===== src/wake_pkg.sv =====
package wake_pkg;

  // ****************************************
  // Register map (byte addresses, word aligned)
  // ****************************************
  localparam logic [3:0] ADDR_CTRL = 4'h0;      // wake_control_status
  localparam logic [3:0] ADDR_MAC_LO = 4'h4;    // Station address bytes 0..3
  localparam logic [3:0] ADDR_MAC_HI = 4'h8;    // Station address bytes 4..5
  localparam logic [3:0] ADDR_IRQ_STS = 4'hC;   // Sticky event status
  localparam logic [3:0] ADDR_IRQ_MASK = 4'h0;  // Unused alias guard
  localparam logic [4:0] ADDR_MASK = 5'h10;     // Interrupt mask

  // ****************************************
  // Control field positions
  // ****************************************
  localparam int CTRL_EN_BIT = 0;       // wake_pattern_enable
  localparam int CTRL_RCVD_BIT = 1;     // wake_pattern_received (read clears)
  localparam int CTRL_IRQ_EN_BIT = 2;   // Notify via interrupt
  localparam int CTRL_PME_EN_BIT = 3;   // Notify via power_event_out
  localparam int CTRL_WUF_EN_BIT = 4;   // Wake-up frame detect enable (shown)

  // ****************************************
  // Reset values and pattern constants
  // ****************************************
  localparam logic [4:0] CTRL_RESET = 5'h00;
  localparam logic [47:0] MAC_RESET = 48'h0000_0000_0000;
  localparam logic [7:0] SYNC_BYTE = 8'hFF;
  localparam logic [2:0] SYNC_LEN = 3'h6;      // Six 0xFF bytes
  localparam logic [4:0] REP_COUNT = 5'h10;    // Sixteen address copies
  localparam logic [3:0] HDR_LEN = 4'hC;       // Destination plus source bytes
  localparam logic [2:0] ADDR_LEN = 3'h6;      // Bytes in one address
  localparam logic [47:0] BCAST_ADDR = 48'hFFFF_FFFF_FFFF;

  // ****************************************
  // Scanner states
  // ****************************************
  typedef enum logic [1:0] {
    ST_IDLE = 2'b00,
    ST_HDR = 2'b01,
    ST_SYNC = 2'b11,
    ST_REP = 2'b10
  } scan_state_e;

  typedef enum logic [1:0] {
    PWR_FULL = 2'b00,   // full_power_state
    PWR_LIGHT = 2'b01,  // light_sleep_state
    PWR_OTHER = 2'b11
  } power_state_e;

endpackage


===== src/wake_scan_if.sv =====
`timescale 1ns/100ps
`default_nettype none

// ****************************************
// Scanner link between register side and pattern scanner
// ****************************************
interface wake_scan_if;
  logic active;        // Detection mode on
  logic [47:0] station;// Station address, byte 0 in bits 7:0
  logic sof;           // Frame start pulse
  logic byte_vld;      // Received byte strobe
  logic [7:0] byte_dat;// Received byte
  logic eof;           // Frame end pulse
  logic match;         // One-cycle match pulse

  modport ctrl (output active, station, sof, byte_vld, byte_dat, eof, input match);
  modport scan (input active, station, sof, byte_vld, byte_dat, eof, output match);
endinterface

`default_nettype wire


===== src/wake_pattern_detector.sv =====
`timescale 1ns/100ps
`default_nettype none


// ****************************************
// Wake pattern detector top
// ****************************************
// Avalon-MM registers, mode and
// notify logic, one byte scanner
// Map: 0x00 control, 0x04/0x08
// station address, 0x0C status,
// 0x10 interrupt mask
// Multicast: group bit of the
// first destination byte
// No buffer: one byte per
// strobe, in wire order
module wake_pattern_detector
  import wake_pkg::*;
(
  input wire logic sys_clk_i,
  input wire logic rstn_i,
  // Avalon-MM slave
  input wire logic [4:0] avs_address_i,
  input wire logic avs_read_i,
  input wire logic avs_write_i,
  input wire logic [31:0] avs_writedata_i,
  input wire logic [3:0] avs_byteenable_i,
  output logic [31:0] avs_readdata_o,
  output logic avs_waitrequest_o,
  // Receive byte stream from MAC datapath
  input wire logic rx_sof_i,
  input wire logic rx_valid_i,
  input wire logic [7:0] rx_data_i,
  input wire logic rx_eof_i,
  // Power state from power management
  input wire wake_pkg::power_state_e power_state_i,
  // Normal reception gate and notifications
  output logic rx_normal_en_o,
  output logic wake_frame_det_en_o,
  output logic irq_o,
  output logic power_event_out_o
);

  import wake_pkg::*;

  // ****************************************
  // Reset release
  // ****************************************
  // Pin may fall at any time;
  // it rises in step with clock
  logic rst_meta_q; // First stage, read only by second
  logic rst_n_q;    // Released reset for the design

  // Two stages keep a late rise
  // of one flop out of the logic
  // Cost: two idle edges after
  // each release

  // Two-stage release of the asynchronous reset
  always_ff @(posedge sys_clk_i or negedge rstn_i) begin
    if (!rstn_i) begin
      rst_meta_q <= 1'b0;
      rst_n_q <= 1'b0;
    end else begin
      rst_meta_q <= 1'b1;
      rst_n_q <= rst_meta_q;
    end
  end

  // ****************************************
  // Registers
  // ****************************************
  // Plain flops; reset clears all,
  // station address too, so
  // software writes it again

  logic wake_pattern_enable_q; // Detection mode request
  logic irq_notify_q;          // Route match to interrupt
  logic pme_notify_q;          // Route match to power event
  logic wuf_enable_q;          // Wake-up frame enable
  logic wake_pattern_received_q; // Sticky match flag
  logic [47:0] station_q;      // Station address
  logic [1:0] sts_q;           // Sticky events: match, mode change
  logic [1:0] mask_q;          // Interrupt mask
  logic ack_q;                 // One-cycle answer phase
  logic light_sleep;           // In light_sleep_state
  logic active;                // Detector running
  logic active_q;              // Previous active, for mode edge
  logic rd_ctrl;               // Read strobe on control register
  logic rd_sts;                // Read strobe on status register
  logic wr_go;                 // Write takes effect
  logic [31:0] rd_mux;         // Read data select

  // Bundle to the scanner; all but
  // the match pulse driven here
  // Match: one cycle, after the
  // last byte of the last copy
  wake_scan_if sif();

  // Power state: a level on this
  // clock; other states stop
  // detection
  // Light sleep needs no write:
  // the host may be asleep then

  // Light sleep turns detection on by itself
  assign light_sleep = (power_state_i == PWR_LIGHT);
  // Full power needs the enable bit; light sleep needs nothing
  assign active = ((power_state_i == PWR_FULL) && wake_pattern_enable_q) || light_sleep;
  // Normal reception off while detecting, back on when cleared
  assign rx_normal_en_o = !active;
  // Wake-up frame detection also forced in light sleep
  assign wake_frame_det_en_o = wuf_enable_q || light_sleep;

  // ****************************************
  // Avalon-MM handshake
  // ****************************************
  // Fixed latency keeps it simple
  // Cost: two cycles per access,
  // fine for rare accesses
  // Back-to-back requests each
  // get one wait cycle

  // Every access waits one cycle, then completes
  assign avs_waitrequest_o = (avs_read_i || avs_write_i) && !ack_q;
  assign wr_go = avs_write_i && ack_q;
  assign rd_ctrl = avs_read_i && ack_q && (avs_address_i == 5'(ADDR_CTRL));
  assign rd_sts = avs_read_i && ack_q && (avs_address_i == 5'(ADDR_IRQ_STS));

  // Drops after each completion,
  // so a held request waits again
  // Answer phase toggles so back-to-back requests each get a wait
  always_ff @(posedge sys_clk_i or negedge rst_n_q) begin
    if (!rst_n_q) begin
      ack_q <= 1'b0;
    end else begin
      ack_q <= (avs_read_i || avs_write_i) && !ack_q;
    end
  end

  // ****************************************
  // Control register
  // ****************************************
  // Lane 0 only; lane 0 off
  // changes nothing
  // Received bit: read only
  // Bit 4 only feeds the wake
  // frame output

  // Control register writes
  always_ff @(posedge sys_clk_i or negedge rst_n_q) begin
    if (!rst_n_q) begin
      wake_pattern_enable_q <= CTRL_RESET[CTRL_EN_BIT];
      irq_notify_q <= CTRL_RESET[CTRL_IRQ_EN_BIT];
      pme_notify_q <= CTRL_RESET[CTRL_PME_EN_BIT];
      wuf_enable_q <= CTRL_RESET[CTRL_WUF_EN_BIT];
    end else if (wr_go && avs_address_i == 5'(ADDR_CTRL) && avs_byteenable_i[0]) begin
      wake_pattern_enable_q <= avs_writedata_i[CTRL_EN_BIT];
      irq_notify_q <= avs_writedata_i[CTRL_IRQ_EN_BIT];
      pme_notify_q <= avs_writedata_i[CTRL_PME_EN_BIT];
      wuf_enable_q <= avs_writedata_i[CTRL_WUF_EN_BIT];
    end
  end

  // ****************************************
  // Station address
  // ****************************************
  // Byte 0 first on the wire,
  // in bits 7:0 of the low word
  // Upper high-word lanes unused
  // Half-written address may match
  // a mixed value: write both
  // words before enabling

  // Station address, byte lanes honoured
  always_ff @(posedge sys_clk_i or negedge rst_n_q) begin
    if (!rst_n_q) begin
      station_q <= MAC_RESET;
    end else if (wr_go) begin
      for (int i = 0; i < 4; i++) begin
        if (avs_address_i == 5'(ADDR_MAC_LO) && avs_byteenable_i[i]) begin
          station_q[i*8 +: 8] <= avs_writedata_i[i*8 +: 8];
        end
        if (avs_address_i == 5'(ADDR_MAC_HI) && avs_byteenable_i[i] && i < 2) begin
          station_q[32 + i*8 +: 8] <= avs_writedata_i[i*8 +: 8];
        end
      end
    end
  end

  // ****************************************
  // Interrupt mask and status
  // ****************************************
  // Mask bit 0 passes a match,
  // bit 1 a mode change
  // Mask is kept as written

  // Mask register
  always_ff @(posedge sys_clk_i or negedge rst_n_q) begin
    if (!rst_n_q) begin
      mask_q <= 2'b00;
    end else if (wr_go && avs_address_i == ADDR_MASK && avs_byteenable_i[0]) begin
      mask_q <= avs_writedata_i[1:0];
    end
  end

  // Read data is latched a cycle
  // before the clear; a match in
  // between must not be lost, so
  // only a shown bit is cleared
  // Received flag: set on match, read clears, set wins
  always_ff @(posedge sys_clk_i or negedge rst_n_q) begin
    if (!rst_n_q) begin
      wake_pattern_received_q <= 1'b0;
    end else if (sif.match) begin
      wake_pattern_received_q <= 1'b1;
    end else if (rd_ctrl && avs_readdata_o[CTRL_RCVD_BIT]) begin
      wake_pattern_received_q <= 1'b0;
    end
  end

  // Clear rule as for the flag
  // Mode change: every toggle, by
  // software or by power state
  // Sticky events: bit0 match (if routed to irq), bit1 mode change; read clears
  always_ff @(posedge sys_clk_i or negedge rst_n_q) begin
    if (!rst_n_q) begin
      sts_q <= 2'b00;
      active_q <= 1'b0;
    end else begin
      active_q <= active;
      for (int i = 0; i < 2; i++) begin
        if (rd_sts && avs_readdata_o[i]) begin
          sts_q[i] <= 1'b0;
        end
      end
      if (sif.match && irq_notify_q) begin
        sts_q[0] <= 1'b1;
      end
      if (active != active_q) begin
        sts_q[1] <= 1'b1;
      end
    end
  end

  // Event out: a level held until
  // a control read or a control
  // write that clears bit 3; the match term
  // wakes the host a cycle sooner
  // Both routes may be on

  // Power event follows the flag while routed there
  always_ff @(posedge sys_clk_i or negedge rst_n_q) begin
    if (!rst_n_q) begin
      power_event_out_o <= 1'b0;
    end else begin
      power_event_out_o <= pme_notify_q && (wake_pattern_received_q || sif.match);
    end
  end

  // Level from flops, high while
  // an unmasked event stands
  assign irq_o = |(sts_q & mask_q);

  // ****************************************
  // Read data
  // ****************************************
  // Unmapped offsets read zero
  // No side effects here; the
  // clearing reads act above
  always_comb begin
    rd_mux = 32'h0000_0000;
    case (avs_address_i)
      5'(ADDR_CTRL): begin
        rd_mux[CTRL_EN_BIT] = wake_pattern_enable_q;
        rd_mux[CTRL_RCVD_BIT] = wake_pattern_received_q;
        rd_mux[CTRL_IRQ_EN_BIT] = irq_notify_q;
        rd_mux[CTRL_PME_EN_BIT] = pme_notify_q;
        rd_mux[CTRL_WUF_EN_BIT] = wuf_enable_q;
      end
      5'(ADDR_MAC_LO): rd_mux = station_q[31:0];
      5'(ADDR_MAC_HI): rd_mux = {16'h0000, station_q[47:32]};
      5'(ADDR_IRQ_STS): rd_mux = {30'h0000_0000, sts_q};
      ADDR_MASK: rd_mux = {30'h0000_0000, mask_q};
      default: rd_mux = 32'h0000_0000; // Unmapped reads zero
    endcase
  end

  // Latched in the waiting cycle,
  // it stands while wait is low
  // and the master takes it
  // Read data registered at the edge that ends the wait cycle, one edge before completion
  always_ff @(posedge sys_clk_i or negedge rst_n_q) begin
    if (!rst_n_q) begin
      avs_readdata_o <= 32'h0000_0000;
    end else if (avs_read_i && !ack_q) begin
      avs_readdata_o <= rd_mux;
    end
  end

  // ****************************************
  // Scanner hookup: start and byte strobes reach it only in detection mode
  // ****************************************
  // Stream inputs share this
  // clock, so no sync stages
  // Start and strobes are gated;
  // end of frame always passes,
  // it only idles the scanner
  // Station address fed live
  assign sif.active = active;
  assign sif.station = station_q;
  assign sif.sof = rx_sof_i && active;
  assign sif.byte_vld = rx_valid_i && active;
  assign sif.byte_dat = rx_data_i;
  assign sif.eof = rx_eof_i;

  // Scanner on released reset
  wake_scanner u_scanner (
    .clk_i(sys_clk_i),
    .rst_n_i(rst_n_q),
    .sif(sif)
  );

endmodule // wake_pattern_detector

`default_nettype wire


===== src/wake_scanner.sv =====
`timescale 1ns/100ps
`default_nettype none

// ****************************************
// Wake pattern byte scanner
// ****************************************
module wake_scanner
  import wake_pkg::*;
(
  input wire logic clk_i,
  input wire logic rst_n_i,
  wake_scan_if.scan sif
);

  scan_state_e state_q;      // Scanner state
  logic [3:0] hdr_cnt_q;     // Header byte index
  logic [2:0] sync_cnt_q;    // Consecutive 0xFF count
  logic [2:0] byte_idx_q;    // Position within address copy
  logic [4:0] rep_cnt_q;     // Whole copies seen
  logic [47:0] dst_q;        // Captured destination
  logic addr_ok_q;           // Frame addressed to us
  logic [7:0] exp_byte;      // Expected address byte
  logic dst_ok;              // Destination accepted

  // Wire order: byte 0 of the station address goes first
  assign exp_byte = sif.station[byte_idx_q*8 +: 8];

  // Own, broadcast or any multicast (group bit in first byte)
  assign dst_ok = (dst_q == sif.station) || (dst_q == BCAST_ADDR) || dst_q[0];

  // Main scan sequence
  always_ff @(posedge clk_i or negedge rst_n_i) begin
    if (!rst_n_i) begin
      state_q <= ST_IDLE;
      hdr_cnt_q <= 4'h0;
      sync_cnt_q <= 3'h0;
      byte_idx_q <= 3'h0;
      rep_cnt_q <= 5'h00;
      dst_q <= MAC_RESET;
      addr_ok_q <= 1'b0;
      sif.match <= 1'b0;
    end else begin
      sif.match <= 1'b0;
      if (!sif.active) begin
        // Leaving detection mode drops any partial match
        state_q <= ST_IDLE;
      end else if (sif.sof) begin
        // Fresh frame wipes all progress
        state_q <= ST_HDR;
        hdr_cnt_q <= 4'h0;
        sync_cnt_q <= 3'h0;
        byte_idx_q <= 3'h0;
        rep_cnt_q <= 5'h00;
        addr_ok_q <= 1'b0;
      end else if (sif.eof) begin
        state_q <= ST_IDLE;
      end else if (sif.byte_vld) begin
        case (state_q)
          ST_HDR: begin
            if (hdr_cnt_q < 4'(ADDR_LEN)) begin
              dst_q[hdr_cnt_q[2:0]*8 +: 8] <= sif.byte_dat;
            end
            if (hdr_cnt_q == 4'(ADDR_LEN)) begin
              addr_ok_q <= dst_ok;
            end
            hdr_cnt_q <= hdr_cnt_q + 4'h1;
            // Search begins only past both address fields
            if (hdr_cnt_q == HDR_LEN - 4'h1) begin
              state_q <= ST_SYNC;
            end
          end
          ST_SYNC: begin
            if (!addr_ok_q) begin
              // Foreign unicast: ignored for the rest of the frame
              state_q <= ST_SYNC;
            end else if (sif.byte_dat == SYNC_BYTE) begin
              // Sync run may start anywhere after header
              if (sync_cnt_q != SYNC_LEN) begin
                sync_cnt_q <= sync_cnt_q + 3'h1;
              end
            end else if (sync_cnt_q == SYNC_LEN && sif.byte_dat == exp_byte) begin
              // Copies accepted only right after a sync run
              state_q <= ST_REP;
              byte_idx_q <= 3'h1;
              rep_cnt_q <= 5'h00;
              sync_cnt_q <= 3'h0;
            end else begin
              sync_cnt_q <= 3'h0;
            end
          end
          ST_REP: begin
            if (sif.byte_dat == exp_byte) begin
              if (byte_idx_q == ADDR_LEN - 3'h1) begin
                byte_idx_q <= 3'h0;
                rep_cnt_q <= rep_cnt_q + 5'h01;
                // Sixteen unbroken copies declare a match
                if (rep_cnt_q == REP_COUNT - 5'h01) begin
                  sif.match <= 1'b1;
                  state_q <= ST_SYNC;
                  rep_cnt_q <= 5'h00;
                end
              end else begin
                byte_idx_q <= byte_idx_q + 3'h1;
              end
            end else begin
              // Break: drop progress, rescan; an 0xFF may seed a new run
              state_q <= ST_SYNC;
              byte_idx_q <= 3'h0;
              rep_cnt_q <= 5'h00;
              sync_cnt_q <= (sif.byte_dat == SYNC_BYTE) ? 3'h1 : 3'h0;
            end
          end
          default: begin
            state_q <= ST_IDLE;
          end
        endcase
      end
    end
  end

endmodule // wake_scanner

`default_nettype wire


===== config.mk =====
export PLATFORM = sky130hd
export DESIGN_NAME = wake_pattern_detector
export DESIGN_NICKNAME = d
export VERILOG_FILES = /design/src/wake_pkg.sv /design/src/wake_scan_if.sv /design/src/wake_pattern_detector.sv /design/src/wake_scanner.sv
export SDC_FILE = /design/constraint.sdc
export NUM_CORES = 1
export LEC_CHECK = 0
export BUFFER_PORTS_ARGS = -buffer_cell sky130_fd_sc_hd__buf_2
export CAP_MARGIN = 0
export CORE_ASPECT_RATIO = 1.1
export CORE_MARGIN = 2
export CORE_UTILIZATION = 33
export DETAILED_ROUTE_END_ITERATION = 16
export GPL_ROUTABILITY_DRIVEN = 0
export SYNTH_ARGS = -nofsm -noshare
export SYNTH_HDL_FRONTEND = slang
export SYNTH_HIERARCHICAL = 1
export SYNTH_SLANG_ARGS = --single-unit

===== constraint.sdc =====
create_clock -name sys_clk_i -period 5.2 [get_ports sys_clk_i]
set_input_delay 0.26 -clock sys_clk_i [delete_from_list [all_inputs] [get_ports sys_clk_i]]
set_output_delay 0.26 -clock sys_clk_i [all_outputs]
set_load 0.02 [all_outputs]

==> results of run 1 <==
[registers in the layout, summed over array words and instances, names as in the netlist]
register	cells
active_q	1
u_scanner/dst_q	48
rst_n_q	1
u_scanner/sync_cnt_q	3
u_scanner/byte_idx_q	3
ack_q	1
pme_notify_q	1
wake_pattern_received_q	1
wake_pattern_enable_q	1
u_scanner/addr_ok_q	1
sif.station	48
mask_q	2
u_scanner/state_q	2
sts_q	2
rst_meta_q	1
u_scanner/rep_cnt_q	5
wuf_enable_q	1
irq_notify_q	1
u_scanner/sif.match	1
u_scanner/hdr_cnt_q	4
avs_readdata_o	32
power_event_out_o	1
[path summary, 6_finish.rpt]
path / cells past startpoint / end / slack [ns] / from
hold reg to reg: 0 / u_scanner/state_q[1] / 0.35 / rst_n_q
setup / recovery: 7 / u_scanner/rep_cnt_q[3] / 1.56 / u_scanner/byte_idx_q[1]
setup reg to reg: 7 / u_scanner/rep_cnt_q[3] / 1.56 / u_scanner/byte_idx_q[1]
hold / removal: 2 / sif.station[31] / 0.07 / avs_writedata_i[31]
min in group asynchronous: 2 / rst_meta_q / 0.15 / rstn_i
max in group asynchronous: 1 / sif.station[46] / 3.66 / rst_n_q
[cell families after synthesis]
kind of cell	Yosys count	synth area share [%]
AOI/OAI and AO/OA	134	9.878
muxes	105	13.89
xor gates and xnor gates	59	6.162
adders and majority gates	11	1.641
buffers and inverters	68	3.671
other	1	0.04472
DFF	161	48.05
and+or+nand+nor	269	16.67
[layer usage]
metal  vias to the layer above  global-route usage (%)  part of all wire, %
met2                       189                   29.11                   47
met5                         -                       0                0.052
li1                       3028                       -                    -
met3                        36                   3.427                  4.8
met1                      3147                   23.85                   45
met4                         2                   6.582                  2.5
[cells in the mapped netlist (3+ instances only)]
library cell	number	area, sq um
o31ai_1	6	45.04
nor4_1	6	37.54
and3_1	7	43.79
or3_1	3	18.77
dfrtp_1	161	4029
ha_1	11	137.6
nor2b_1	4	25.02
nand2_1	109	409.1
inv_1	21	78.83
nand4b_1	4	35.03
nand2b_1	7	43.79
buf_2	12	60.06
xnor2_1	57	499.2
nor2_1	22	82.58
buf_1	3	11.26
a32oi_1	5	43.79
nor3b_1	7	52.55
nand4_1	23	143.9
and3b_1	5	43.79
nand3_1	38	190.2
clkbuf_1	24	90.09
buf_6	3	33.78
buf_4	4	30.03
o21ai_0	67	335.3
mux2_2	76	855.8
a21oi_1	9	45.04
nor3_1	17	85.08
and2_1	3	18.77
o21a_1	5	37.54
mux2i_1	26	260.3
o22ai_1	7	43.79
a211oi_1	3	22.52
a31oi_1	12	75.07
a21o_1	3	22.52
[worst reg2reg max path, delay by kind of cell (launching register included)]
family	cells	cell delay, ns
AO/OA/AOI/OAI	4	1.07
buffers and inverters	1	0.55
flip-flops	1	1.12
AND/OR/NAND/NOR	2	0.80
[timing repair]
item                                   4_1_cts  5_1_grt
endpoints found under the hold margin        2        0
hold buffers                                 1        0
setup buffers                                0        0
[metrics by stage]
stage	cells	utilization [%]	total power, W	area, sq um
3_5_place_dp	1178	36.20	0.001797	9089
5_1_grt	1209	38.52	0.003149	9673
6_report	1209	38.52	0.003023	9673
3_3_place_gp	1178	36.20	0.001792	9089
4_1_cts	1209	38.52	0.003052	9673
2_1_floorplan	808	-	0.001650	8386
[cell type report]
type | instances | area, sq um | area share [%]
Sequential cell | 161 | 4033 | 41.69
Tap cell | 315 | 394.1 | 4.075
Timing Repair Buffer | 102 | 533.0 | 5.510
Multi-Input combinational cell | 579 | 4056 | 41.94
Clock inverter | 10 | 137.6 | 1.423
Clock buffer | 20 | 436.7 | 4.514
Inverter | 22 | 82.58 | 0.8537
[report_power, final]
group	total (W)	internal [W]	switching, W	leakage [nW]
logic	0.000365	0.000155	0.000210	1.83
registers	0.00141	0.00131	0.0000998	2.15
clock network	0.00125	0.000748	0.000499	0.276
total	0.00302	0.00221	0.000809	4.25
==> impl_metrics.py, run 1 <==
metrics = {
    "run_status": {
        "outcome": "complete, no violations",
    },
    "pwr": {
        "power_density_nw_per_um2": 312.6,
        "power_leakage_nw": 4.252,
        "max-vdd-ir-drop_uv": 153.6,
    },
    "sta": {
        "slew_violations": 0,
        "fin_hold_ws_ns": 0.06772,
        "min_period_ns": 3.641,
        "hold_viol": 0,
        "fin_ws_ns": 1.559,
        "fin_setup_tns_ns": 0,
        "rsz0062_at_grt": "no",
        "clock_skew_ns": 0.008017,
        "finalCritPeriodShare_pct": 70.03,
        "slew_headroom_pct": 21.09,
        "fmax_mhz": 274.6,
        "max_slew.worst_pin.slew_ns": 1.184,
        "setup_viol": 0,
    },
    "layout": {
        "final_common_cell": "dfrtp_1",
        "n_antenna_cell": 0,
        "fillerInstances": 2483,
        "layout_common_cells": "dfrtp_1, nand2_1, buf_2",
        "syn_to_final_growth_pct": 15.35,
        "fin_nets": 952,
        "layout-drive-gt1-share_pct": 24.50,
    },
    "yosys": {
        "avgSynthCellArea_sq_um": 10.38,
        "ys_async_sr_fraction_pct": 100.0,
        "yosysUniqueCellTypes": 64,
        "syn-num-nets": 877,
        "ys.flop_type": "dfrtp_1",
        "synth_edf_count": 0,
        "synthCells": 808,
        "ys_ff_latch": 161,
        "ys_warn_count": 6,
        "ys_seq_area_share_pct": 48.05,
        "syn_area_sq_um": 8386,
    },
    "global_routing": {
        "antenna_found_initial": 1,
        "grt_max_degree": 59,
        "grt_pass1_wl_mm": 36.20,
        "grt-ovfl-total": 0,
        "gr-usage-all-layers_pct": 17.91,
        "grt_pass1_vias": 6305,
    },
    "floorplanning": {
        "core_sq_um": 25110,
        "dieArea_sq_um": 26700,
        "start_util_pct": 33.39,
        "pin_count": 95,
        "die_h_microns": 171.2,
        "die_w_microns": 156.0,
        "core.rowCount": 61,
    },
    "worst_hold_path": {
        "hold_path.class": "in -> reg",
    },
    "clocking": {
        "clk_root_buffer_cell": "clkbuf_16",
        "cts_buffer_depth": 2,
        "cts_sinks": 161,
        "insertion_delay_ns": 0.43,
        "cts-resized-gates": 0,
        "clk_pin_slew_ns": 0.06,
        "cts_max_level": 4,
        "cts_buffers": 17,
        "tritoncts": "yes",
    },
    "route": {
        "wl_per_cell_microns": 19.13,
        "drt-total-wl_mm": 23.12,
        "dr.first_iter.drc_count": 470,
        "viasPerCell": 5.295,
        "final_antenna_net_count": 0,
        "post-route-drc-count": 0,
        "vias": 6402,
        "dr.pass1.iters": 5,
    },
    "critical_path": {
        "startpoint_type": "flop",
        "cp-end-kind": "flop",
        "crit_type": "reg -> reg",
        "slowest_stage": "dfrtp_1",
        "cp_top_family": "flip-flops",
        "required_ns": 5.53,
        "path_buf_inv": 1,
        "cpPeakStageDelay_ns": 1.12,
        "critPathMaxFanout": 27,
        "cp_data_arrival_time_ns": 3.97,
        "cp_cell_sequence": "clkinv_1 -> a211oi_1 -> nand4b_1 -> o2111ai_2 -> or4_1 -> a211o_1 -> o31ai_1",
    },
    "placed_design": {
        "place_ws_ns": 1.579,
        "port_buffers": 94,
        "dp_hpwl_mm": 17.06,
    },
    "flow_run": {
        "cap_violations": 0,
    },
}
Power figures use the tool's default switching activity.
==> run 2: changes to the inputs <==
ABC_AREA = 1   (was unset)
clock period = 3.36 ns   (was 5.2 ns; I/O delays follow)
==> run 2 against run 1 <==
Compared with the run above:
- combinational power rose to 2.5 times the previous value
- register-to-register slack got worse by 0.91 ns
- largest power group unchanged
- sequential share of layout area down 2.8 points
==> impl_metrics.py, run 2 <==
metrics = {
    "run_status": {
        "outcome": "complete, no violations",
    },
    "clocking": {
        "cts_sinks": 161,
        "clk_root_buffer_cell": "clkbuf_16",
        "cts_max_level": 4,
        "tritoncts": "yes",
        "clk_pin_slew_ns": 0.07,
        "cts-resized-gates": 0,
        "insertion_delay_ns": 0.44,
        "cts_buffers": 17,
        "cts_buffer_depth": 2,
    },
    "yosys": {
        "avgSynthCellArea_sq_um": 7.864,
        "ys.flop_type": "dfrtp_1",
        "syn_area_sq_um": 8776,
        "synth_top_area_share_pct": 45.91,
        "yosysUniqueCellTypes": 43,
        "syn-num-nets": 1185,
        "ys_ff_latch": 161,
        "synth_edf_count": 0,
        "ys_top_cells_by_area": "dfrtp_1, nand2_1, inv_1",
        "yosysTopAreaCell": "dfrtp_1",
        "yosys-top-cells-count": "nand2_1, dfrtp_1, inv_1",
        "synthCells": 1116,
        "ys_seq_area_share_pct": 45.91,
        "ys_async_sr_fraction_pct": 100.0,
        "yosysMostFrequentCell": "nand2_1",
        "ys_warn_count": 6,
    },
    "sta": {
        "max_slew.worst_pin.slew_ns": 0.7446,
        "fmax_mhz": 368.5,
        "slew_violations": 0,
        "rsz0062_at_grt": "no",
        "fin_ws_ns": 0.6461,
        "slew_headroom_pct": 50.30,
        "fin_hold_ws_ns": 0.007535,
        "setup_viol": 0,
        "finalCritPeriodShare_pct": 80.77,
        "hold_viol": 0,
        "fin_setup_tns_ns": 0,
        "min_period_ns": 2.714,
        "clock_skew_ns": 0.009808,
    },
    "pwr": {
        "power_density_nw_per_um2": 504.1,
        "switching_power_w": 0.001621,
        "max-vdd-ir-drop_uv": 383.4,
        "power.internal_w": 0.003611,
        "seqPwrFrac_pct": 41.6,
        "p_comb_share_pct": 17.5,
        "power_leakage_nw": 5.175,
        "clkPwrFrac_pct": 40.9,
        "switching_share_pct": 30.99,
    },
    "layout": {
        "final_common_cell": "nand2_1",
        "multi_input_area_sq_um": 4039,
        "n_antenna_cell": 0,
        "layout-drive-gt1-share_pct": 16.84,
        "seq_area_sq_um": 4033,
        "layout_common_cells": "nand2_1, dfrtp_1, inv_1",
        "syn_to_final_growth_pct": 18.28,
        "fillerInstances": 2698,
        "fin_nets": 1291,
    },
    "route": {
        "viasPerCell": 4.854,
        "final_antenna_net_count": 0,
        "dr.pass1.iters": 5,
        "dr.first_iter.drc_count": 731,
        "drt-total-wl_mm": 25.38,
        "vias": 7704,
        "post-route-drc-count": 0,
        "wl_per_cell_microns": 15.99,
    },
    "critical_path": {
        "slowest_stage": "nand4_1",
        "reg2reg_depth": 9,
        "required_ns": 3.69,
        "crit_type": "reg -> reg",
        "cp-end-kind": "flop",
        "rrSetupSlack_ns": 0.65,
        "rr_endpoint": "u_scanner/dst_q[16]",
        "critPathMaxFanout": 12,
        "rr_startpoint": "wake_pattern_enable_q",
        "cp_data_arrival_time_ns": 3.05,
        "cp_cell_sequence": "o21ai_1 -> inv_1 -> inv_1 -> nor2_1 -> inv_1 -> nor2_1 -> and3_1 -> nand4_1 -> o21ai_0",
        "cp_common_cell": "inv_1",
        "cpPeakStageDelay_ns": 0.57,
        "startpoint_type": "flop",
    },
    "floorplanning": {
        "start_util_pct": 33.57,
        "dieArea_sq_um": 27920,
        "core_sq_um": 26140,
        "pin_count": 95,
        "die_w_microns": 159.5,
        "core.rowCount": 62,
        "die_h_microns": 175.0,
    },
    "worst_hold_path": {
        "hp-start": "avs_writedata_i[5]",
        "hold_path.class": "in -> reg",
        "holdPathEnd": "sif.station[37]",
        "hold_depth": 3,
    },
    "global_routing": {
        "grt-ovfl-total": 0,
        "antenna_found_initial": 1,
        "grt_pass1_wl_mm": 41.10,
        "grt_max_degree": 72,
        "grt_pass1_vias": 7500,
        "gr-usage-all-layers_pct": 18.75,
    },
    "flow_run": {
        "cap_violations": 0,
    },
    "placed_design": {
        "port_buffers": 94,
        "dp_hpwl_mm": 19.05,
        "place_ws_ns": 0.6177,
    },
}
[run 2: layout make-up]
class | count | share of cell area, %
Multi-Input combinational cell | 792 | 38.91
Sequential cell | 161 | 38.85
Timing Repair Buffer | 120 | 6.991
Inverter | 130 | 4.797
Tap cell | 352 | 4.243
Clock buffer | 17 | 4.098
Clock inverter | 15 | 2.109
[run 2: cells by family after synthesis]
| logic type | after synthesis | share of synthesized area (%) |
|---|---|---|
| muxes | 5 | 0.5703 |
| xor gates and xnor gates | 38 | 3.792 |
| and+or+nand+nor | 559 | 28.09 |
| other | 1 | 0.04273 |
| adders and majority gates | 11 | 1.568 |
| AOI/OAI and AO/OA | 178 | 11.96 |
| DFF | 161 | 45.91 |
| buffers and inverters | 163 | 8.069 |
[run 2: worst max path at each step]
stage	end	slack, ns	cells past startpoint	start
floorplan	ack_q	0.69	0	rst_n_q
CTS	u_scanner/dst_q[16]	0.60	9	wake_pattern_enable_q
global route	u_scanner/dst_q[24]	0.22	9	wake_pattern_enable_q
detailed placement	u_scanner/dst_q[16]	0.62	9	wake_pattern_enable_q
global placement	u_scanner/dst_q[23]	0.74	9	wake_pattern_enable_q
finish	u_scanner/dst_q[16]	0.65	9	wake_pattern_enable_q
[run 2: repair_timing]
item | in CTS | in global routing
endpoints found under the setup margin | 0 | 0
hold endpoints to repair | 21 | 0
hold buffers | 19 | 0
setup buffers | 0 | 0
[run 2: metrics by stage]
stage | instance area [sq um] | cells | utilization [%] | total power, W
6_report | 10380 | 1587 | 39.71 | 0.005232
5_1_grt | 10380 | 1587 | 39.71 | 0.005479
4_1_cts | 10380 | 1587 | 39.71 | 0.005276
3_5_place_dp | 9545 | 1536 | 36.51 | 0.003097
3_3_place_gp | 9545 | 1536 | 36.51 | 0.003090
2_1_floorplan | 8777 | 1116 | - | 0.002775
[run 2: power groups by stage]
stage	clock, W	combinational, W	sequential, W
3_5_place_dp	0	0.000886	0.00221
5_1_grt	0.00227	0.00102	0.00219
3_3_place_gp	0	0.000881	0.00221
6_report	0.00214	0.000918	0.00217
2_1_floorplan	0	0.000561	0.00221
4_1_cts	0.00219	0.000908	0.00217
[run 2: metal layers]
metal  vias up  global-route usage [%]  wire length (microns)
met1      3671                   23.84                  11200
met5         -                       0                      7
met4         2                   6.288                    537
met3        30                   4.130                   1319
li1       3808                       -                      -
met2       193                   31.64                  12330
[run 2: critical path: cells and delay by family, from the launching register on]
| kind | cells | cell delay [ns] |
|---|---|---|
| simple gates | 4 | 1.35 |
| compound gates | 2 | 0.56 |
| buf+inv | 3 | 0.32 |
| flops | 1 | 0.38 |
